## src/sbf_pkg.sv

```systemverilog
/*
  Shared constants for the streaming back-pressure buffer: stream field widths,
  buffer depths, core latency, register map and bus response codes.
  Assumes a single 20 MHz clock domain and an AXI4-Lite master with 32-bit data.
*/
`default_nettype none

package sbf_pkg;

  // ***************************************************************
  // stream shape and buffering
  // ***************************************************************
  localparam int SBF_DATA_W    = 16;
  localparam int SBF_CHAN_W    = 8;
  localparam int SBF_IN_DEPTH  = 16;
  localparam int SBF_OUT_DEPTH = 16;
  localparam int SBF_CORE_LAT  = 4;
  localparam int SBF_HWCNT_W   = 16;

  // ***************************************************************
  // register map
  // ***************************************************************
  localparam int          SBF_AXI_AW      = 8;
  localparam logic [7:0]  SBF_REG_THRESH  = 8'h00;
  localparam logic [7:0]  SBF_REG_STATUS  = 8'h04;
  localparam logic [7:0]  SBF_REG_HWCOUNT = 8'h08;
  localparam int          SBF_STAT_OUT_LSB = 0;
  localparam int          SBF_STAT_IN_LSB  = 8;
  localparam int          SBF_STAT_HW_BIT  = 16;
  localparam int          SBF_STAT_DV_BIT  = 17;
  localparam int          SBF_STAT_UA_BIT  = 18;
  localparam logic [1:0]  SBF_RESP_OKAY   = 2'h0;
  localparam logic [1:0]  SBF_RESP_SLVERR = 2'h2;

  // ***************************************************************
  // bus channel states
  // ***************************************************************
  typedef enum logic [1:0] {
    SBF_CH_IDLE = 2'b00,
    SBF_CH_TAKE = 2'b01,
    SBF_CH_RESP = 2'b10
  } sbf_ch_state_t;

endpackage

`default_nettype wire

```

## src/sbf_top.sv

```systemverilog
/*
  Streaming in/out adapters around a processing core, with a buffered input
  stage, per-field output buffers, a high-water throttle and an AXI4-Lite
  register slave. Assumes one clock (aclk), synchronous active-low reset, and a
  core that only hands over a result while core_out_accept is high.
*/
`default_nettype none

// ***************************************************************
// circular buffer with registered head and flags
// ***************************************************************
module sbf_fifo
  import sbf_pkg::*;
#(
  parameter int W     = 8,
  parameter int DEPTH = 16,
  parameter int CW    = $clog2(DEPTH + 1)
) (
  input  wire logic          aclk,
  input  wire logic          aresetn,
  input  wire logic          in_valid,
  output logic               in_ready,
  input  wire logic [W-1:0]  in_data,
  input  wire logic          stall,
  output logic               out_valid,
  input  wire logic          out_ready,
  output logic [W-1:0]       out_data,
  input  wire logic [CW-1:0] thr,
  output logic [CW-1:0]      level,
  output logic               high_water,
  output logic               high_water_next
);

  localparam int AW = (DEPTH > 1) ? $clog2(DEPTH) : 1;
  localparam logic [AW-1:0] LAST = AW'(DEPTH - 1);
  localparam logic [CW-1:0] FULL = CW'(DEPTH);

  typedef struct packed {
    logic [DEPTH-1:0][W-1:0] mem;
    logic [AW-1:0]           wptr;
    logic [AW-1:0]           rptr;
    logic [CW-1:0]           count;
    logic                    out_valid;
    logic [W-1:0]            out_data;
    logic                    in_ready;
    logic                    hw;
  } sbf_fifo_state_t;

  sbf_fifo_state_t st;
  sbf_fifo_state_t next_st;
  logic            push;
  logic            pop;

  always_comb begin
    next_st = st;
    push    = in_valid && st.in_ready;
    pop     = st.out_valid && out_ready;
    if (push) begin
      next_st.mem[st.wptr] = in_data;
      next_st.wptr         = (st.wptr == LAST) ? '0 : st.wptr + 1'b1;
    end
    if (pop) begin
      next_st.rptr = (st.rptr == LAST) ? '0 : st.rptr + 1'b1;
    end
    next_st.count     = st.count + CW'(push) - CW'(pop);
    // head is looked up from the next state so a word written to an empty
    // buffer appears on the output at the edge that writes it, never in the same cycle
    next_st.out_valid = (next_st.count != '0);
    next_st.out_data  = next_st.mem[next_st.rptr];
    next_st.hw        = (next_st.count >= thr);
    next_st.in_ready  = (next_st.count < FULL) && !stall;
  end

  always_ff @(posedge aclk) begin
    if (!aresetn) begin
      st <= '0;
    end else begin
      st <= next_st;
    end
  end

  assign in_ready        = st.in_ready;
  assign out_valid       = st.out_valid;
  assign out_data        = st.out_data;
  assign level           = st.count;
  assign high_water      = st.hw;
  assign high_water_next = next_st.hw;
endmodule

// ***************************************************************
// top: adapters, buffers, throttle and register slave
// ***************************************************************
module sbf_top
  import sbf_pkg::*;
#(
  parameter int DATA_W    = SBF_DATA_W,
  parameter int CHAN_W    = SBF_CHAN_W,
  parameter int IN_DEPTH  = SBF_IN_DEPTH,
  parameter int OUT_DEPTH = SBF_OUT_DEPTH,
  parameter int CORE_LAT  = SBF_CORE_LAT,
  parameter int HWCNT_W   = SBF_HWCNT_W
) (
  input  wire logic                  aclk,
  input  wire logic                  aresetn,
  // upstream side
  input  wire logic                  upstream_valid,
  output logic                       upstream_accept,
  input  wire logic [DATA_W-1:0]     upstream_data,
  input  wire logic [CHAN_W-1:0]     upstream_channel,
  input  wire logic                  upstream_sop,
  input  wire logic                  upstream_eop,
  // core input side
  output logic                       core_in_valid,
  input  wire logic                  core_in_accept,
  output logic [DATA_W-1:0]          core_in_data,
  output logic [CHAN_W-1:0]          core_in_channel,
  output logic                       core_in_sop,
  output logic                       core_in_eop,
  // core output side
  input  wire logic                  core_out_valid,
  output logic                       core_out_accept,
  input  wire logic [DATA_W-1:0]     core_out_data,
  input  wire logic [CHAN_W-1:0]     core_out_channel,
  input  wire logic                  core_out_sop,
  input  wire logic                  core_out_eop,
  // downstream side
  output logic                       downstream_valid,
  input  wire logic                  downstream_accept,
  output logic [DATA_W-1:0]          downstream_data,
  output logic [CHAN_W-1:0]          downstream_channel,
  output logic                       downstream_sop,
  output logic                       downstream_eop,
  output logic                       fifo_high_water,
  // register bus
  input  wire logic [SBF_AXI_AW-1:0] s_axi_awaddr,
  input  wire logic                  s_axi_awvalid,
  output logic                       s_axi_awready,
  input  wire logic [31:0]           s_axi_wdata,
  input  wire logic [3:0]            s_axi_wstrb,
  input  wire logic                  s_axi_wvalid,
  output logic                       s_axi_wready,
  output logic [1:0]                 s_axi_bresp,
  output logic                       s_axi_bvalid,
  input  wire logic                  s_axi_bready,
  input  wire logic [SBF_AXI_AW-1:0] s_axi_araddr,
  input  wire logic                  s_axi_arvalid,
  output logic                       s_axi_arready,
  output logic [31:0]                s_axi_rdata,
  output logic [1:0]                 s_axi_rresp,
  output logic                       s_axi_rvalid,
  input  wire logic                  s_axi_rready
);

  localparam int WORD_W = DATA_W + CHAN_W + 2;
  localparam int ICW    = $clog2(IN_DEPTH + 1);
  localparam int OCW    = $clog2(OUT_DEPTH + 1);
  // throttle must fire while CORE_LAT entries are still free
  localparam logic [OCW-1:0] THR_MAX = OCW'(OUT_DEPTH - CORE_LAT);
  localparam logic [ICW-1:0] IN_THR  = ICW'(IN_DEPTH);

  // ***************************************************************
  // input adapter with its own buffer
  // ***************************************************************
  logic [WORD_W-1:0] up_word;
  logic [WORD_W-1:0] core_in_word;
  logic [ICW-1:0]    in_level;
  logic              out_hw_next;

  assign up_word = {upstream_data, upstream_channel, upstream_sop, upstream_eop};

  // stall takes the output buffer's next high-water value so that the
  // registered accept drops on the very edge the flag rises
  sbf_fifo #(.W(WORD_W), .DEPTH(IN_DEPTH), .CW(ICW)) u_in_fifo (
    .aclk            (aclk),
    .aresetn         (aresetn),
    .in_valid        (upstream_valid),
    .in_ready        (upstream_accept),
    .in_data         (up_word),
    .stall           (out_hw_next),
    .out_valid       (core_in_valid),
    .out_ready       (core_in_accept),
    .out_data        (core_in_word),
    .thr             (IN_THR),
    .level           (in_level),
    .high_water      (),
    .high_water_next ()
  );

  assign core_in_data    = core_in_word[2+CHAN_W +: DATA_W];
  assign core_in_channel = core_in_word[2 +: CHAN_W];
  assign core_in_sop     = core_in_word[1];
  assign core_in_eop     = core_in_word[0];

  // ***************************************************************
  // output adapter: one buffer per field, all driven alike
  // ***************************************************************
  logic [WORD_W-1:0] res_word;
  logic [WORD_W-1:0] dn_word;
  logic [3:0]        f_in_ready;
  logic [3:0]        f_out_valid;
  logic [3:0]        f_hw;
  logic [3:0]        f_hw_next;
  logic [OCW-1:0]    f_level [4];
  logic [OCW-1:0]    thr_eff;

  assign res_word = {core_out_data, core_out_channel, core_out_sop, core_out_eop};

  generate
    for (genvar g = 0; g < 4; g++) begin : g_field
      localparam int FW = (g < 2) ? 1 : ((g == 2) ? CHAN_W : DATA_W);
      localparam int LO = (g < 2) ? g : ((g == 2) ? 2 : 2 + CHAN_W);
      sbf_fifo #(.W(FW), .DEPTH(OUT_DEPTH), .CW(OCW)) u_out_fifo (
        .aclk            (aclk),
        .aresetn         (aresetn),
        .in_valid        (core_out_valid),
        .in_ready        (f_in_ready[g]),
        .in_data         (res_word[LO +: FW]),
        .stall           (1'b0),
        .out_valid       (f_out_valid[g]),
        .out_ready       (downstream_accept),
        .out_data        (dn_word[LO +: FW]),
        .thr             (thr_eff),
        .level           (f_level[g]),
        .high_water      (f_hw[g]),
        .high_water_next (f_hw_next[g])
      );
    end
  endgenerate

  assign core_out_accept    = f_in_ready[0];
  assign downstream_valid   = f_out_valid[0];
  assign downstream_data    = dn_word[2+CHAN_W +: DATA_W];
  assign downstream_channel = dn_word[2 +: CHAN_W];
  assign downstream_sop     = dn_word[1];
  assign downstream_eop     = dn_word[0];
  assign fifo_high_water    = f_hw[0];
  assign out_hw_next        = f_hw_next[0];

  // ***************************************************************
  // register slave state
  // ***************************************************************
  typedef struct packed {
    sbf_ch_state_t      wst;
    logic               awready;
    logic               wready;
    logic               bvalid;
    logic [1:0]         bresp;
    sbf_ch_state_t      rst;
    logic               arready;
    logic               rvalid;
    logic [31:0]        rdata;
    logic [1:0]         rresp;
    logic [OCW-1:0]     thr;
    logic [HWCNT_W-1:0] hw_count;
  } sbf_top_state_t;

  sbf_top_state_t st;
  sbf_top_state_t next_st;
  logic [31:0]    rd_word;

  // a written threshold above the safe limit is clipped, not rejected
  assign thr_eff = (st.thr > THR_MAX) ? THR_MAX : st.thr;

  always_comb begin
    next_st = st;
    rd_word = '0;
    // count rising edges of the high-water flag
    if (out_hw_next && !f_hw[0]) begin
      next_st.hw_count = st.hw_count + 1'b1;
    end
    // write channel: address and data are taken together on one edge
    case (st.wst)
      SBF_CH_IDLE: begin
        if (s_axi_awvalid && s_axi_wvalid) begin
          next_st.wst     = SBF_CH_TAKE;
          next_st.awready = 1'b1;
          next_st.wready  = 1'b1;
        end
      end
      SBF_CH_TAKE: begin
        next_st.awready = 1'b0;
        next_st.wready  = 1'b0;
        next_st.bvalid  = 1'b1;
        next_st.wst     = SBF_CH_RESP;
        next_st.bresp   = SBF_RESP_OKAY;
        if (s_axi_awaddr == SBF_REG_THRESH) begin
          if (s_axi_wstrb[0]) begin
            next_st.thr = s_axi_wdata[OCW-1:0];
          end
        end else if (s_axi_awaddr != SBF_REG_STATUS && s_axi_awaddr != SBF_REG_HWCOUNT) begin
          next_st.bresp = SBF_RESP_SLVERR;
        end
      end
      SBF_CH_RESP: begin
        if (s_axi_bready) begin
          next_st.bvalid = 1'b0;
          next_st.wst    = SBF_CH_IDLE;
        end
      end
      default: begin
        next_st.wst = SBF_CH_IDLE;
      end
    endcase
    // read channel
    case (s_axi_araddr)
      SBF_REG_THRESH: begin
        rd_word[OCW-1:0] = st.thr;
      end
      SBF_REG_STATUS: begin
        rd_word[SBF_STAT_OUT_LSB +: OCW] = f_level[0];
        rd_word[SBF_STAT_IN_LSB +: ICW]  = in_level;
        rd_word[SBF_STAT_HW_BIT]         = f_hw[0];
        rd_word[SBF_STAT_DV_BIT]         = f_out_valid[0];
        rd_word[SBF_STAT_UA_BIT]         = upstream_accept;
      end
      SBF_REG_HWCOUNT: begin
        rd_word[HWCNT_W-1:0] = st.hw_count;
      end
      default: begin
        rd_word = '0;
      end
    endcase
    case (st.rst)
      SBF_CH_IDLE: begin
        if (s_axi_arvalid) begin
          next_st.rst     = SBF_CH_TAKE;
          next_st.arready = 1'b1;
        end
      end
      SBF_CH_TAKE: begin
        next_st.arready = 1'b0;
        next_st.rvalid  = 1'b1;
        next_st.rst     = SBF_CH_RESP;
        next_st.rdata   = rd_word;
        next_st.rresp   = (s_axi_araddr == SBF_REG_THRESH || s_axi_araddr == SBF_REG_STATUS
                           || s_axi_araddr == SBF_REG_HWCOUNT) ? SBF_RESP_OKAY : SBF_RESP_SLVERR;
      end
      SBF_CH_RESP: begin
        if (s_axi_rready) begin
          next_st.rvalid = 1'b0;
          next_st.rst    = SBF_CH_IDLE;
        end
      end
      default: begin
        next_st.rst = SBF_CH_IDLE;
      end
    endcase
  end

  always_ff @(posedge aclk) begin
    if (!aresetn) begin
      st     <= '0;
      st.thr <= THR_MAX;
    end else begin
      st <= next_st;
    end
  end

  assign s_axi_awready = st.awready;
  assign s_axi_wready  = st.wready;
  assign s_axi_bvalid  = st.bvalid;
  assign s_axi_bresp   = st.bresp;
  assign s_axi_arready = st.arready;
  assign s_axi_rvalid  = st.rvalid;
  assign s_axi_rdata   = st.rdata;
  assign s_axi_rresp   = st.rresp;
endmodule

`default_nettype wire

```

## config.mk

```make
export PLATFORM = sky130hd
export DESIGN_NAME = sbf_top
export DESIGN_NICKNAME = d
export VERILOG_FILES = /design/src/sbf_pkg.sv /design/src/sbf_top.sv
export SDC_FILE = /design/constraint.sdc
export NUM_CORES = 2
export LEC_CHECK = 0
export ABC_AREA = 1
export BUFFER_PORTS_ARGS = -buffer_cell sky130_fd_sc_hd__buf_4
export CAP_MARGIN = 20
export CELL_PAD_IN_SITES_DETAIL_PLACEMENT = 1
export CELL_PAD_IN_SITES_GLOBAL_PLACEMENT = 1
export CORE_ASPECT_RATIO = 0.6
export CORE_MARGIN = 2
export CORE_UTILIZATION = 46
export CTS_BUF_LIST = sky130_fd_sc_hd__clkbuf_2 sky130_fd_sc_hd__clkbuf_4 sky130_fd_sc_hd__clkbuf_8
export CTS_CLUSTER_SIZE = 40
export DETAILED_ROUTE_END_ITERATION = 10
export PLACE_DENSITY = 0.91
export SLEW_MARGIN = 20
export SYNTH_ARGS = -nofsm -noshare
export SYNTH_HDL_FRONTEND = slang
export SYNTH_SLANG_ARGS = --single-unit
```

## constraint.sdc

```tcl
create_clock -name aclk -period 4.9 [get_ports aclk]
set_clock_uncertainty 0.2 [all_clocks]
set_input_delay 0 -clock aclk [delete_from_list [all_inputs] [get_ports aclk]]
set_output_delay 0 -clock aclk [all_outputs]
set_load 0.02 [all_outputs]
```

Yosys cells after proc, flatten, opt, wreduce, memory -nomap -nowiden
Index checks and enable logic that the tools add are counted.
W data, S select, Z words.

operators by class
  $add $sub $neg = 21
  magnitude comparators = 22
  eq/ne operators = 22
  muxes and demuxes = 66
  reductions and logical operators = 43

operators with widths
  operator               count
  $mux W420              1
  $bwmux W416            1
  $mux W260              1
  $bwmux W256            1
  $mux W132              1
  $bwmux W128            1
  $bmux W26 S4           1
  $demux W26 S4          1
  $bmux W16 S4           1
  $demux W16 S4          1
  $mux W4                16
  $mux W26               2
  $lt A4 B5 Y1 const B   10
  $add A4 B1 Y4 const B  10
  $eq A4 B4 Y1 const B   10
  $mux W20               2
  $bmux W8 S4            1
  $bwmux W16             2
  $demux W8 S4           1
  $mux W16               2
  $add A5 B1 Y5          5
  $lt A5 B5 Y1 const B   5
  $reduce_bool A5 Y1     5
  $sub A5 B1 Y5          5
  31 further kinds       88

word-level totals
  register bits = 1013
  output and inout port bits = 98
  logic and storage cells = 297

Depth between registers and ports, before layout
  depth after elaboration = 8
  depth in mapped cells = 22

Hierarchy
Synthesis repeated with hierarchy kept, for this count alone.

unflattened totals
  cells, all modules = 7336
  area total of the unflattened synthesis = 48426.4 µm²

by module, submodules not included
  module                                 instances  cells an instance  area each (µm²)  seq. area each (µm²)
  sbf_fifo at u_in_fifo                  1          3264               21186.6          9168.8
  sbf_fifo at g_field[3].u_out_fifo      1          2029               13385.3          5765.5
  sbf_fifo at g_field[2].u_out_fifo      1          1122               7388.3           3042.9
  sbf_fifo at g_field[0].u_out_fifo ...  2          275                1911.8           660.6
  sbf_top                                1          371                2642.5           1001.0

Worst setup path before layout
No wires, ideal clock.

  path kind = reg-to-reg
  from = register g_field[0].u_out_fifo.st, in the netlist g_field[0].u_out_fifo.out_valid
  to = register st[11] (netlist name)
  library setup time = 0.119 ns
  arrival = 3.381 ns
  path slack = 1.199 ns
  stages on the path, launching flop included = 22
  buffers on the path = 1
  clock period less this slack = 3.701 ns
  path through = dfxtp_1 nand2_1 inv_1 ha_1 inv_1 ha_1 inv_1 fa_1 o21ai_0 xnor2_1 inv_1 ha_1 nand2_1 inv_1 o21ai_0 nand4_1 nand2_1 inv_1 clkbuf_1 nand2_1 o21ai_0 a21oi_1

RTL lines
  what                    RTL line        source
  from (decl)             sbf_top.sv:49   sbf_fifo_state_t st;
  from (signal assigned)  sbf_top.sv:78   st <= next_st;
  to (signal assigned)    sbf_top.sv:355  st <= next_st;
  to (decl)               sbf_top.sv:257  sbf_top_state_t st;

==> flow_metrics.env <==
export IMPL_dieArea_sq_um=107000
export IMPL_grt_pass1_vias=52514
export IMPL_holdPathEnd="g_field[2].u_out_fifo.st[76]"
export IMPL_crit_path_max_fanout=12
export IMPL_crit_top_cell="inv_1"
export IMPL_finalSetupViolations=0
export IMPL_synth_edf_count=0
export IMPL_slew_headroom_pct=19.1
export IMPL_clkTransAtPathRegs_ps=80
export IMPL_syn_area_sq_um=47800
export IMPL_fin_tns_setup_ps=0
export IMPL_ff2ff_path_depth=20
export IMPL_async_flop_share_pct=0
export IMPL_crit_buf_inv=6
export IMPL_syn_inst=7344
export IMPL_gr_total_overflow=0
export IMPL_hold_violations=0
export IMPL_path_class="flip-flop to flip-flop"
export IMPL_hold_path_class="primary input to flip-flop"
export IMPL_routedWlPerCell_um=20.6
export IMPL_power_density_nw_per_um2=446
export IMPL_clockPowerShare_pct=32.4
export IMPL_postLayoutCoreUtil_pct=52.6
export IMPL_vias=50507
export IMPL_grt_max_degree=203
export IMPL_core_area_sq_um=103000
export IMPL_holdBufCountCts=147
export IMPL_h_tree_depth=4
export IMPL_p_leak_nw=24.1
export IMPL_grt_use_total_pct=33.6
export IMPL_cpMaxStageDelayCell="fa_1"
export IMPL_yosysWarnings=0
export IMPL_drc=0
export IMPL_cts_resized_gates=0
export IMPL_r2r_end="st[3]"
export IMPL_combPwrFrac_pct=30.2
export IMPL_worstHoldStart="core_out_channel[4]"
export IMPL_p_int_mw=15.0
export IMPL_post_cts_buffers=0
export IMPL_whs_path_depth=6
export IMPL_crit_chain="nand2_1, inv_1, ha_1, inv_1, ha_1, inv_1, fa_1, o21ai_0, xnor2_1, inv_1, ha_1, nand2_1, inv_1, nand4_1, nand4_1, nand2_1, inv_1, nand2_1, o21ai_0, a21oi_1"
export IMPL_cp_start_kind="flip-flop"
export IMPL_fmax_ghz=0.223
export IMPL_p_sw_mw=9.11
export IMPL_sw_frac_of_total_pct=37.7
export IMPL_firstDrtPassIters=6
export IMPL_min_period_ps=4490
export IMPL_r2r_start="g_field[0].u_out_fifo.out_valid"
export IMPL_peakVddDrop_uv=283
export IMPL_crit_arrival_ps=5070
export IMPL_cts_path_max_buffers=3
export IMPL_grt_pass1_wl_um=286000
export IMPL_status="complete, no violations"
export IMPL_worst_slew_pin_slew_ps=1210
export IMPL_seqPwrFrac_pct=37.3
export IMPL_required_ps=5480
export IMPL_slowest_delay_ps=420
export IMPL_rsz0062_at_grt="false"
export IMPL_avgSynthCellArea_sq_um=6.51
export IMPL_cts_root_buffer="clkbuf_8"
export IMPL_fp_dieW_um=420
export IMPL_port_buffers=167
export IMPL_n_fill_cell=13781
export IMPL_p_total_mw=24.1
export IMPL_dieHeight_um=254
export IMPL_num_rows=91
export IMPL_crit_family="adder cells"
export IMPL_r2r_slack_ps=410
export IMPL_ys_ff_latch=1010
export IMPL_antenna_found_initial=10
export IMPL_via_per_inst=5.67
export IMPL_numCtsBuffers=158
export IMPL_cap_violations=0
export IMPL_cts_tree="built"
export IMPL_slew_violations=0
export IMPL_ioPinCount=213
export IMPL_endpoint_kind="flip-flop"
export IMPL_start_util_pct=46.5
export IMPL_seq_area_sq_um=20200
export IMPL_clk_latency_ps=920
export IMPL_fin_crit_sh_pct=91.7
export IMPL_drt_total_wl_um=183000
export IMPL_synth_cell_types=41
export IMPL_routabilityCongestion=0.853
export IMPL_multiInputGateArea_sq_um=22800
export IMPL_nNetsFinal=7561
export IMPL_dp_hpwl_um=106000
export IMPL_ant_nets=0
export IMPL_area_growth_pct=13.2
export IMPL_synth_seq_area_share_pct=42.3
export IMPL_drive_gt1_share_pct=7.98
export IMPL_drt_iter0_drc=4675
export IMPL_synth_top_flop_cell="dfxtp_1"
export IMPL_clock_sinks=1010
==> cells in the final DEF, fill, tap and decap left out, drive strengths merged, types with 2 or more instances in the layout <==
cell type | synthesis | layout
nor2 | 1005 | 1005
inv | 675 | 685
o21bai | 3 | 3
xor2 | 7 | 7
conb | 2 | 16
nand3b | 2 | 2
o21ai | 608 | 608
clkbuf | 290 | 254
nand4 | 10 | 10
a21oi | 259 | 259
diode | 0 | 8
o21a | 2 | 2
nand2 | 2159 | 2159
a31oi | 2 | 2
fa | 5 | 5
and3 | 5 | 5
dlygate4sd3 | 0 | 147
buf | 228 | 238
a41oi | 4 | 4
dfxtp | 1010 | 1010
nor3 | 15 | 15
clkinv | 14 | 27
nand3 | 891 | 891
clkinvlp | 0 | 4
or2 | 10 | 10
o22ai | 4 | 4
nor4 | 8 | 8
o211ai | 43 | 43
a211oi | 6 | 6
xnor2 | 18 | 18
ha | 56 | 56
==> power by group through the flow <==
stage / Clock (mW) / Combinational (mW) / Sequential [mW]
2_1_floorplan: 0 / 4.88 / 9.05
3_3_place_gp: 0 / 6.60 / 9.13
3_5_place_dp: 0 / 6.88 / 9.16
4_1_cts: 7.80 / 7.04 / 8.98
5_1_grt: 8.25 / 7.97 / 9.03
6_report: 7.83 / 7.30 / 9.01
==> per-layer routing <==
metal	up-vias	wire [um]	global-route usage [%]
met5	-	64	0
met4	10	7330	15.9
met3	549	14200	6.59
met2	2055	82500	53.7
met1	24738	79400	43.8
li1	23155	-	-
==> tightest hold or removal path, cell delays in order <==
cell           delay, ps
dlygate4sd3_1        540
buf_4                150
clkinv_1             210
nand2_1              110
nand2_1               80
nor2_1                30
==> metrics by stage <==
step | cell area, sq um | worst slack [ps] | cells | hold WS [ps]
after floorplan | 47900 | 1200 | 7358 | -101
after global placement | 49300 | 865 | 8471 | -4.81
after detailed placement | 49300 | 772 | 8471 | 1.05
after CTS | 54000 | 587 | 8900 | 4.97
after global routing | 54100 | 99.5 | 8905 | 86.4
final | 54100 | 409 | 8910 | 60.7
==> cell families (layout without fill, tap and decap cells) <==
| family | count (synthesis) | after routing | share of synthesized area, % |
|---|---|---|---|
| AO/OA/AOI/OAI | 932 | 932 | 10.1 |
| other | 2 | 24 | 0.0157 |
| adder cells (fa/ha/maj) | 61 | 61 | 1.67 |
| AND/OR/NAND/NOR | 4107 | 4107 | 35.0 |
| buffers and inverters | 1207 | 1356 | 10.4 |
| XOR/XNOR | 25 | 25 | 0.458 |
| flip-flops | 1010 | 1010 | 42.3 |
==> registers in the layout, indices dropped and copies added, names as in the netlist <==
signal and cells:
g_field.u_out_fifo.st 448, u_in_fifo.st 424, g_field.u_out_fifo.out_data 26, u_in_fifo.out_data 26, st 25, g_field.u_out_fifo.level 20
s_axi_rdata 19, u_in_fifo.level 5, g_field.u_out_fifo.in_ready 4, g_field.u_out_fifo.out_valid 4, g_field.u_out_fifo.high_water 1, s_axi_arready 1
s_axi_awready 1, s_axi_bresp 1, s_axi_bvalid 1, s_axi_rresp 1, s_axi_rvalid 1, u_in_fifo.in_ready 1
u_in_fifo.out_valid 1
==> layout make-up <==
cell class                 count  area share [%]
clock inverter                28           0.446
multi-input combinational   5141            42.1
antenna                        8          0.0370
clock buffer                 254            5.68
timing repair buffer         385            6.32
sequential                  1010            37.4
inverter                     689            4.80
tap                         1395            3.22
==> worst max-delay path by stage <==
stage,start,end,slack (ps),cells after the start
floorplan,g_field[0].u_out_fifo.out_valid,st[11],1200,21
global placement,g_field[0].u_out_fifo.out_valid,st[3],860,20
detailed placement,g_field[0].u_out_fifo.out_valid,st[11],770,20
CTS,g_field[0].u_out_fifo.out_valid,st[3],590,20
global route,g_field[0].u_out_fifo.out_valid,st[3],100,20
finish,g_field[0].u_out_fifo.out_valid,st[3],410,20
==> cell usage after synthesis (11+ instances only) <==
cell | n | share of area (%)
clkbuf_1 | 290 | 2.3
ha_1 | 56 | 1.5
inv_2 | 11 | 0.086
nand2_1 | 2152 | 17
dfxtp_1 | 1010 | 42
buf_4 | 87 | 1.4
nor2_2 | 19 | 0.25
xnor2_1 | 18 | 0.33
inv_1 | 664 | 5.2
o21ai_0 | 505 | 5.3
nand3_1 | 889 | 9.3
nor3_1 | 15 | 0.16
clkinv_1 | 14 | 0.11
nor2_1 | 981 | 7.7
buf_1 | 41 | 0.32
a21oi_1 | 259 | 2.7
o211ai_1 | 43 | 0.67
o21ai_1 | 99 | 1.0
buf_2 | 100 | 1.0
Power figures use the tool's default switching activity.
